==> src/core/fpr_map.svh <==
// register offsets, field positions, reset values and timing counts of the flash register block
`ifndef FPR_MAP_SVH
`define FPR_MAP_SVH

`define FPR_ADDR_W          6
`define FPR_OFF_CONTROL     6'h00
`define FPR_OFF_KEY         6'h04
`define FPR_OFF_TARGET      6'h08
`define FPR_OFF_DATA        6'h0c
`define FPR_OFF_SOURCE      6'h10
`define FPR_OFF_IRQ_STATUS  6'h14
`define FPR_OFF_IRQ_MASK    6'h18

`define FPR_BIT_START       15
`define FPR_BIT_ARM         14
`define FPR_BIT_ERROR       13
`define FPR_OP_LSB          0
`define FPR_OP_MSB          3

`define FPR_KEY_FIRST       32'haa996655
`define FPR_KEY_SECOND      32'h556699aa
`define FPR_RESET_WORD      32'h00000000

`define FPR_IRQ_DONE        0
`define FPR_IRQ_ERROR       1
`define FPR_IRQ_REFUSED     2
`define FPR_IRQ_W           3

// cycles after the key pair in which a start is still honoured
`define FPR_UNLOCK_WINDOW   4'h4

`endif

==> src/core/fpr_pkg.sv <==
// types shared by the flash register block
package fpr_pkg;

    typedef enum logic [3:0]
    {
        FPR_OP_NONE   = 4'h0,
        FPR_OP_WORD   = 4'h1,
        FPR_OP_ROW    = 4'h3,
        FPR_OP_PAGE   = 4'h4,
        FPR_OP_WHOLE  = 4'h5
    } fpr_op_e;

    typedef enum logic [1:0]
    {
        FPR_LK_IDLE,
        FPR_LK_HALF,
        FPR_LK_OPEN
    } fpr_lock_e;

    typedef enum logic [1:0]
    {
        FPR_SQ_IDLE,
        FPR_SQ_REQ,
        FPR_SQ_WAIT
    } fpr_seq_e;

endpackage

==> src/core/fpr_unlock.sv <==
// unlock key sequence tracker: opens a short window after the correct key pair
`timescale 1ns/1ps
`include "fpr_map.svh"

module fpr_unlock
(
    // clock and reset
    input  wire logic        clk_i,
    input  wire logic        reset_n_i,
    // key writes and start consumption
    input  wire logic        key_wr_i,
    input  wire logic [31:0] key_data_i,
    input  wire logic        other_wr_i,
    input  wire logic        consume_i,
    // unlocked state
    output logic             open_o
);

    typedef struct packed
    {
        fpr_pkg::fpr_lock_e state;
        logic [3:0]         left;
    } fpr_unlock_s;

    fpr_unlock_s cur;
    fpr_unlock_s next_cur;

    always_comb
    begin
        next_cur = cur;
        unique case (cur.state)
            fpr_pkg::FPR_LK_IDLE:
            begin
                if (key_wr_i && key_data_i == `FPR_KEY_FIRST)
                    next_cur.state = fpr_pkg::FPR_LK_HALF;
            end
            fpr_pkg::FPR_LK_HALF:
            begin
                // key pair must be back to back among register writes
                if (key_wr_i && key_data_i == `FPR_KEY_SECOND)
                begin
                    next_cur.state = fpr_pkg::FPR_LK_OPEN;
                    next_cur.left  = `FPR_UNLOCK_WINDOW;
                end
                else if (key_wr_i || other_wr_i)
                    next_cur.state = fpr_pkg::FPR_LK_IDLE;
            end
            fpr_pkg::FPR_LK_OPEN:
            begin
                next_cur.left = cur.left - 4'h1;
                if (consume_i || cur.left == 4'h1)
                    next_cur.state = fpr_pkg::FPR_LK_IDLE;
            end
            default:
                next_cur.state = fpr_pkg::FPR_LK_IDLE;
        endcase
    end

    always_ff @(posedge clk_i)
    begin
        if (!reset_n_i)
        begin
            cur.state <= fpr_pkg::FPR_LK_IDLE;
            cur.left  <= 4'h0;
        end
        else
            cur <= next_cur;
    end

    assign open_o = (cur.state == fpr_pkg::FPR_LK_OPEN);

endmodule

==> src/core/fpr_top.sv <==
// flash program register block: key, target, data, source registers and sequencer launch
// Summary of operation
// unlock key register accepts writes; every read returns zero.
// key pair must be written before any flash operation starts.
// whole-flash erase ignores the target address register.
// page erase uses the target address to pick the page.
// row program writes the row chosen by the target address.
// word program writes the word chosen by the target address.
// program data register holds a full 32-bit software value.
// program data register cleared only by power-on reset.
// row program fetches data from the source address register.
// operation codes 1 word, 3 row, 4 page, 5 whole; others none.
// start bit launches the operation; hardware clears it at completion.
// start may be set only when arm is set and unlocked.
// error flag set when a program or erase operation fails.
// start without a fresh unlock sequence is ignored entirely; here it sets the refused status bit and still records the arm bit.
//
// Our own choices: the plain strobed port and the register addresses.
`timescale 1ns/1ps
`include "fpr_map.svh"

module fpr_top
(
    // clock and resets
    input  wire logic                   clk_i,
    input  wire logic                   reset_n_i,
    input  wire logic                   por_n_i,
    // register port
    input  wire logic [`FPR_ADDR_W-1:0] addr_i,
    input  wire logic [31:0]            wdata_i,
    input  wire logic                   wr_i,
    input  wire logic                   rd_i,
    output logic      [31:0]            rdata_o,
    // flash sequencer handshake
    output logic                        op_req_o,
    output logic      [3:0]             op_code_o,
    output logic      [31:0]            op_addr_o,
    output logic      [31:0]            op_data_o,
    output logic      [31:0]            op_src_o,
    input  wire logic                   op_done_i,
    input  wire logic                   op_fail_i,
    // interrupt
    output logic                        irq_o
);

    ////////////////////////////////////////////////////////////////////////////
    // state

    typedef struct packed
    {
        fpr_pkg::fpr_seq_e         seq;
        logic                      start;
        logic                      arm;
        logic                      error;
        logic [3:0]                op;
        logic [31:0]               target;
        logic [31:0]               source;
        logic [`FPR_IRQ_W-1:0]     irq_status;
        logic [`FPR_IRQ_W-1:0]     irq_mask;
        logic [31:0]               rdata;
        logic                      req;
        logic [3:0]                code;
        logic [31:0]               addr;
        logic [31:0]               data;
        logic [31:0]               src;
        logic                      irq;
    } fpr_top_s;

    fpr_top_s cur;
    fpr_top_s next_cur;

    // kept apart from the struct: only power-on reset may clear it
    logic [31:0] word_data;
    logic [31:0] next_word_data;

    logic unlock_open;
    logic key_wr;
    logic other_wr;
    logic launch;
    logic start_req;

    ////////////////////////////////////////////////////////////////////////////
    // helpers

    function automatic logic fpr_is_op(input logic [3:0] code);
        fpr_is_op = (code == fpr_pkg::FPR_OP_WORD) || (code == fpr_pkg::FPR_OP_ROW)
                 || (code == fpr_pkg::FPR_OP_PAGE) || (code == fpr_pkg::FPR_OP_WHOLE);
    endfunction

    function automatic logic fpr_hit(input logic [`FPR_ADDR_W-1:0] a,
                                     input logic [`FPR_ADDR_W-1:0] off);
        fpr_hit = (a == off);
    endfunction

    // whole erase must not depend on whatever the target register holds
    function automatic logic [31:0] fpr_op_addr(input logic [3:0]  code,
                                                input logic [31:0] target);
        fpr_op_addr = (code == fpr_pkg::FPR_OP_WHOLE) ? 32'h00000000 : target;
    endfunction

    // only a row program reads from system memory
    function automatic logic [31:0] fpr_op_src(input logic [3:0]  code,
                                               input logic [31:0] source);
        fpr_op_src = (code == fpr_pkg::FPR_OP_ROW) ? source : 32'h00000000;
    endfunction

    ////////////////////////////////////////////////////////////////////////////
    // unlock tracking

    assign key_wr   = wr_i && fpr_hit(addr_i, `FPR_OFF_KEY);
    // any other write between the two key words breaks the pair
    assign other_wr = wr_i && !key_wr;

    // key sequence tracker
    fpr_unlock u_unlock
    (
        .clk_i      (clk_i),
        .reset_n_i  (reset_n_i),
        .key_wr_i   (key_wr),
        .key_data_i (wdata_i),
        .other_wr_i (other_wr),
        .consume_i  (launch),
        .open_o     (unlock_open)
    );

    assign start_req = wr_i && fpr_hit(addr_i, `FPR_OFF_CONTROL) && wdata_i[`FPR_BIT_START];
    // arm set and unlocked
    assign launch = start_req && cur.arm && unlock_open && !cur.start;

    ////////////////////////////////////////////////////////////////////////////
    // next state

    always_comb
    begin
        next_cur       = cur;
        next_word_data = word_data;
        next_cur.req   = 1'b0;

        // read clears status first, so an event in the same cycle still lands
        if (rd_i && fpr_hit(addr_i, `FPR_OFF_IRQ_STATUS))
            next_cur.irq_status = '0;

        if (wr_i)
        begin
            if (fpr_hit(addr_i, `FPR_OFF_CONTROL))
            begin
                // a refused start still records the arm bit written with it
                next_cur.arm = wdata_i[`FPR_BIT_ARM];
                // operation select only changes while disarmed and idle
                if (!cur.arm && !cur.start)
                    next_cur.op = wdata_i[`FPR_OP_MSB:`FPR_OP_LSB];
            end
            // writes while busy are dropped so the running operation sees fixed values
            if (fpr_hit(addr_i, `FPR_OFF_TARGET) && !cur.start)
                next_cur.target = wdata_i;
            // full word store
            if (fpr_hit(addr_i, `FPR_OFF_DATA) && !cur.start)
                next_word_data = wdata_i;
            if (fpr_hit(addr_i, `FPR_OFF_SOURCE) && !cur.start)
                next_cur.source = wdata_i;
            if (fpr_hit(addr_i, `FPR_OFF_IRQ_MASK))
                next_cur.irq_mask = wdata_i[`FPR_IRQ_W-1:0];
        end

        // refused start sets the refused status bit; the arm bit written with it is still recorded
        if (start_req && !launch && !cur.start)
            next_cur.irq_status[`FPR_IRQ_REFUSED] = 1'b1;

        // launch operation
        if (launch)
        begin
            next_cur.start = 1'b1;
            next_cur.error = 1'b0;
            if (fpr_is_op(cur.op))
            begin
                next_cur.seq  = fpr_pkg::FPR_SQ_REQ;
                next_cur.req  = 1'b1;
                next_cur.code = cur.op;
                // whole erase ignores target
                // page erase target
                // row program target
                // word program target
                next_cur.addr = fpr_op_addr(cur.op, cur.target);
                // captured here, later data writes cannot disturb the operation
                next_cur.data = word_data;
                // row source address
                next_cur.src  = fpr_op_src(cur.op, cur.source);
            end
            else
            begin
                // no operation completes on the next cycle without the sequencer, clearing the error
                next_cur.seq = fpr_pkg::FPR_SQ_IDLE;
            end
        end

        if (cur.start && cur.seq == fpr_pkg::FPR_SQ_IDLE)
        begin
            next_cur.start = 1'b0;
            next_cur.irq_status[`FPR_IRQ_DONE] = 1'b1;
        end

        unique case (cur.seq)
            fpr_pkg::FPR_SQ_IDLE:
            begin
            end
            fpr_pkg::FPR_SQ_REQ, fpr_pkg::FPR_SQ_WAIT:
            begin
                next_cur.seq = fpr_pkg::FPR_SQ_WAIT;
                if (op_done_i)
                begin
                    // hardware clears start
                    next_cur.start = 1'b0;
                    next_cur.seq   = fpr_pkg::FPR_SQ_IDLE;
                    next_cur.irq_status[`FPR_IRQ_DONE] = 1'b1;
                    // failure flag
                    if (op_fail_i)
                    begin
                        next_cur.error = 1'b1;
                        next_cur.irq_status[`FPR_IRQ_ERROR] = 1'b1;
                    end
                end
            end
            default:
            begin
                // unused code: fall back to idle rather than hang
                next_cur.seq = fpr_pkg::FPR_SQ_IDLE;
            end
        endcase

        // read data, one cycle later
        next_cur.rdata = 32'h00000000;
        if (rd_i)
        begin
            unique case (addr_i)
                `FPR_OFF_CONTROL:
                begin
                    next_cur.rdata[`FPR_BIT_START]             = cur.start;
                    next_cur.rdata[`FPR_BIT_ARM]               = cur.arm;
                    next_cur.rdata[`FPR_BIT_ERROR]             = cur.error;
                    next_cur.rdata[`FPR_OP_MSB:`FPR_OP_LSB]    = cur.op;
                end
                // key reads as zero
                `FPR_OFF_KEY:        next_cur.rdata = 32'h00000000;
                `FPR_OFF_TARGET:     next_cur.rdata = cur.target;
                `FPR_OFF_DATA:       next_cur.rdata = word_data;
                `FPR_OFF_SOURCE:     next_cur.rdata = cur.source;
                `FPR_OFF_IRQ_STATUS:
                begin
                    next_cur.rdata[`FPR_IRQ_W-1:0] = cur.irq_status;
                end
                `FPR_OFF_IRQ_MASK:   next_cur.rdata[`FPR_IRQ_W-1:0] = cur.irq_mask;
                default:             next_cur.rdata = 32'h00000000;
            endcase
        end

        // level output, registered like every other output
        next_cur.irq = |(next_cur.irq_status & next_cur.irq_mask);
    end

    ////////////////////////////////////////////////////////////////////////////
    // registers

    always_ff @(posedge clk_i)
    begin
        if (!reset_n_i)
        begin
            cur.seq        <= fpr_pkg::FPR_SQ_IDLE;
            cur.start      <= 1'b0;
            cur.arm        <= 1'b0;
            cur.error      <= 1'b0;
            cur.op         <= 4'h0;
            cur.target     <= `FPR_RESET_WORD;
            cur.source     <= `FPR_RESET_WORD;
            cur.irq_status <= '0;
            cur.irq_mask   <= '0;
            cur.rdata      <= 32'h00000000;
            cur.req        <= 1'b0;
            cur.code       <= 4'h0;
            cur.addr       <= 32'h00000000;
            cur.data       <= 32'h00000000;
            cur.src        <= 32'h00000000;
            cur.irq        <= 1'b0;
        end
        else
            cur <= next_cur;
    end

    // power-on reset only
    always_ff @(posedge clk_i)
    begin
        if (!por_n_i)
            word_data <= `FPR_RESET_WORD;
        else
            word_data <= next_word_data;
    end

    assign rdata_o   = cur.rdata;
    assign op_req_o  = cur.req;
    assign op_code_o = cur.code;
    assign op_addr_o = cur.addr;
    assign op_data_o = cur.data;
    assign op_src_o  = cur.src;
    assign irq_o     = cur.irq;

endmodule

==> config.mk <==
export PLATFORM = sky130hd
export DESIGN_NAME = fpr_top
export DESIGN_NICKNAME = d
export VERILOG_FILES = /design/src/core/fpr_pkg.sv /design/src/core/fpr_unlock.sv /design/src/core/fpr_top.sv
export VERILOG_INCLUDE_DIRS = /design/src /design/src/core
export SDC_FILE = /design/constraint.sdc
export NUM_CORES = 1
export LEC_CHECK = 0
export BUFFER_PORTS_ARGS = -buffer_cell sky130_fd_sc_hd__clkbuf_2
export CORE_MARGIN = 10
export CORE_UTILIZATION = 60
export CTS_CLUSTER_DIAMETER = 200
export CTS_CLUSTER_SIZE = 12
export DETAILED_ROUTE_END_ITERATION = 12
export GPL_TIMING_DRIVEN = 0
export PLACE_DENSITY = 0.86
export SLEW_MARGIN = 20
export SYNTH_ARGS = -nofsm -noshare
export SYNTH_HDL_FRONTEND = slang
export SYNTH_SLANG_ARGS = --single-unit
==> constraint.sdc <==
create_clock -name clk_i -period 5.9 [get_ports clk_i]
set_clock_uncertainty 0.05 [all_clocks]
set_input_delay 0.295 -clock clk_i [delete_from_list [all_inputs] [get_ports clk_i]]
set_output_delay 0.295 -clock clk_i [all_outputs]
set_load 0.02 [all_outputs]
==> results_dict.tcl <==
set metrics [dict create \
    first_iter_violations 1164 \
    yosysTopAreaCellShare_pct 47.6 \
    nets 1437 \
    yosysWarnings 0 \
    final-setup-viol-count 0 \
    crit_arrival_ns 3.06 \
    synth.most_common_cell "dfxtp_1" \
    synthArstFlopShare_pct 0 \
    cpPeakStageDelay_ns 0.78 \
    synth_top_area_cell "dfxtp_1" \
    synth_commonest_cells "dfxtp_1 (251), nand2_1 (212), buf_4 (132)" \
    synth-seq-cells 251 \
    pwr-share-seq_pct 54.0 \
    maxCapViolations 0 \
    h-tree-depth 1 \
    die_area_um2 23300 \
    cp-start-kind "flop" \
    core_um2 17300 \
    numCtsBuffers 24 \
    portBuffers 177 \
    seq_area_frac_synth_pct 47.6 \
    slowest_stage "a21oi_1" \
    cts_tree "done" \
    crit_type "reg2reg" \
    grt.overflow.total 0 \
    relSlewSlack_pct 29.6 \
    r2r_cells 7 \
    power_frac_comb_pct 4.0 \
    hold_ws_ns 0.0131 \
    p_sw_uw 696 \
    synthMuxAreaShare_pct 4.37 \
    crit_buf_inv 3 \
    rsz0062_at_grt "false" \
    hold_class "in2reg" \
    tns_ns 0 \
    dieWidth_um 153 \
    cts_buffer_depth 3 \
    r2r-end "op_addr_o[0]$_SDFFE_PN0P_" \
    hold_viol_final 0 \
    fin_crit_sh_pct 45.8 \
    cts-root-buf "clkbuf_16" \
    synth_top_family_by_area "compound AO/OA/AOI/OAI gates" \
    vias 9403 \
    internal_power_uw 2450 \
    dp.cells 1581 \
    syn-instance-count 1179 \
    area_delta_synth_final_pct 17.5 \
    drc 0 \
    yosysUniqueCellTypes 56 \
    synth_edf_count 0 \
    drive_above_1_share_pct 29.2 \
    synth_compound_area_share_pct 18.6 \
    viasPerCell 5.83 \
    grt_pass1_vias 9178 \
    synth_xor_area_share_pct 0.0829 \
    gr-usage-all-layers_pct 25.5 \
    r2r_start "cur[206]$_SDFFE_PN0P_" \
    min_to "cur[210]$_SDFF_PN0_" \
    cp.required_ns 6.26 \
    ir_drop_uv 193 \
    syn_area_um2 10600 \
    post_drt_wl_per_cell_um 19.6 \
    hpwlAfterDp_um 23000 \
    reg2reg_setup_slack_ns 3.20 \
    clock_latency_ns 0.53 \
    min_delay_path_depth 4 \
    worstMarginPinSlew_ns 1.05 \
    fmax_mhz 370 \
    num_rows 48 \
    yosys.area_share.simple_pct 15.8 \
    place_congestion 0.947 \
    die_h_um 153 \
    maxSlewViolCount 0 \
    totalWireLength_um 31600 \
    yosys-top-cells-area "dfxtp_1 (48%), buf_4 (9.4%), nand2_1 (7.5%), a21oi_1 (5.3%), a22o_1 (5.3%)" \
    cts.sinks 251 \
    cp-end-kind "flop" \
    synthAdderAreaFrac_pct 0.474 \
    cts-resized-gates 0 \
    io_pins 179 \
    first_pass_iters 7 \
    start_util_pct 61.1 \
    finalCriticalPeriod_ns 2.70 \
    final_util_pct 71.8 \
    crit_path_max_fanout 10 \
    status "completed" \
    final_antenna_net_count 0 \
    power.total_uw 3150 \
    synth_nets 1228 \
    hp-start "op_done_i" \
    path_cells "clkbuf_1 -> o21bai_1 -> a21oi_1 -> a21oi_1 -> buf_2 -> buf_2 -> a22o_1" \
    n_antenna_cell 0 \
    grt_max_degree 13 \
    swShare_pct 22.1 \
    p_leak_uw 0.00515 \
    finalNonFillerCells 1613 \
    clkTransAtPathRegs_ns 0.06 \
    antenna_found_initial 0 \
    powerDensity_nw_per_um2 253 \
    synth_area_per_cell_um2 8.96 \
    synthFlopType "dfxtp_1" \
    grt_pass1_wl_um 49400 \
    power_frac_clock_pct 42.0 \
    cpLargestDelayFamily "compound AO/OA/AOI/OAI gates" \
]
[layout by cell type, fill, tap and decap left out, types with 3 or more instances in the layout]
cell type / count
a21oi_1: 112
dfxtp_1: 251
clkbuf_1: 50
a22oi_1: 35
nand2b_1: 3
buf_2: 24
nor2_1: 46
buf_4: 132
a22o_1: 64
nor2b_1: 4
inv_1: 9
dlygate4sd3_1: 6
nand2_1: 212
a21o_1: 3
nor4b_1: 4
mux2_2: 33
and3_1: 4
nand4b_1: 4
mux2i_1: 9
nor4_1: 4
nor3_1: 9
buf_1: 4
o21ai_0: 35
a21boi_0: 34
nand3_1: 37
nand4_1: 5
clkbuf_16: 24
ha_1: 4
or4bb_1: 5
buf_6: 4
nand3b_1: 3
clkbuf_2: 177
[worst register-to-register path: cells and delay by family, from the launching register on]
kind            cells  cell delay, ns
compound gates      4            1.39
buf+inv             3            0.84
flops               1            0.31
[state kept, by name (all words and copies together), names as in the netlist]
register and flops:
cur 79, irq_o 1, op_addr_o 32, op_code_o 4, op_data_o 32, op_req_o 1
op_src_o 32, rdata_o 32, u_unlock.cur 6, word_data 32
[power by group through the flow]
stage               combinational (uW)  sequential (uW)  clock (uW)
finish                             125             1700        1320
global route                       130             1700        1400
detailed placement                 115             1740           0
CTS                                119             1700        1330
floorplan                         55.8             1740           0
global placement                   113             1740           0
[cell families (layout without fill, tap and decap cells)]
group           count (synthesis)  in the layout
fa+ha+maj                       4              4
flops                         251            251
xor+xnor                        1              1
simple gates                  361            361
mux                            42             42
buf+inv                       222            431
compound gates                298            298
[worst max path at each step]
stage                                     start                         to  slack [ns]  depth (start not counted)
after floorplan                       addr_i[5]      cur[195]$_SDFFE_PN0P_        3.90                          7
final                     cur[206]$_SDFFE_PN0P_  op_addr_o[0]$_SDFFE_PN0P_        3.20                          7
after detailed placement              addr_i[5]  op_addr_o[0]$_SDFFE_PN0P_        3.09                          6
after global placement                addr_i[5]   op_src_o[1]$_SDFFE_PN0P_        3.18                          6
after global routing      cur[206]$_SDFFE_PN0P_  op_src_o[29]$_SDFFE_PN0P_        3.13                          7
after CTS                 cur[206]$_SDFFE_PN0P_  op_addr_o[0]$_SDFFE_PN0P_        3.30                          7
[final cells by class]
class / instances / area (um^2)
fill: 1270 / 4880
multi-input combinational: 706 / 4160
clock buffer: 25 / 604
clock inverter: 1 / 16.3
sequential: 251 / 5020
buffer: 213 / 1360
inverter: 9 / 33.8
tap: 225 / 282
timing repair buffer: 183 / 946
[what timing repair did]
action / in CTS / in global routing
endpoints found under the hold margin: 7 / 0
setup buffers: 0 / 0
endpoints found under the setup margin: 0 / 0
hold buffers: 6 / 0
[metrics by stage]
stage | setup WS, ns | cell area (um^2)
6_report | 3.20 | 12400
5_1_grt | 3.13 | 12400
4_1_cts | 3.30 | 12400
3_5_place_dp | 3.09 | 11700
3_3_place_gp | 3.18 | 11700
2_1_floorplan | 3.90 | 10600
[metal layers]
| layer | vias to the layer above | GRT usage [%] | wire length, um |
|---|---|---|---|
| met5 | - | 0 | 0 |
| met4 | 0 | 12.2 | 1440 |
| met3 | 116 | 6.04 | 3610 |
| met2 | 592 | 39.2 | 14000 |
| met1 | 4337 | 33.1 | 12500 |
| li1 | 4358 | - | - |
(Power assumes the default switching activity.)
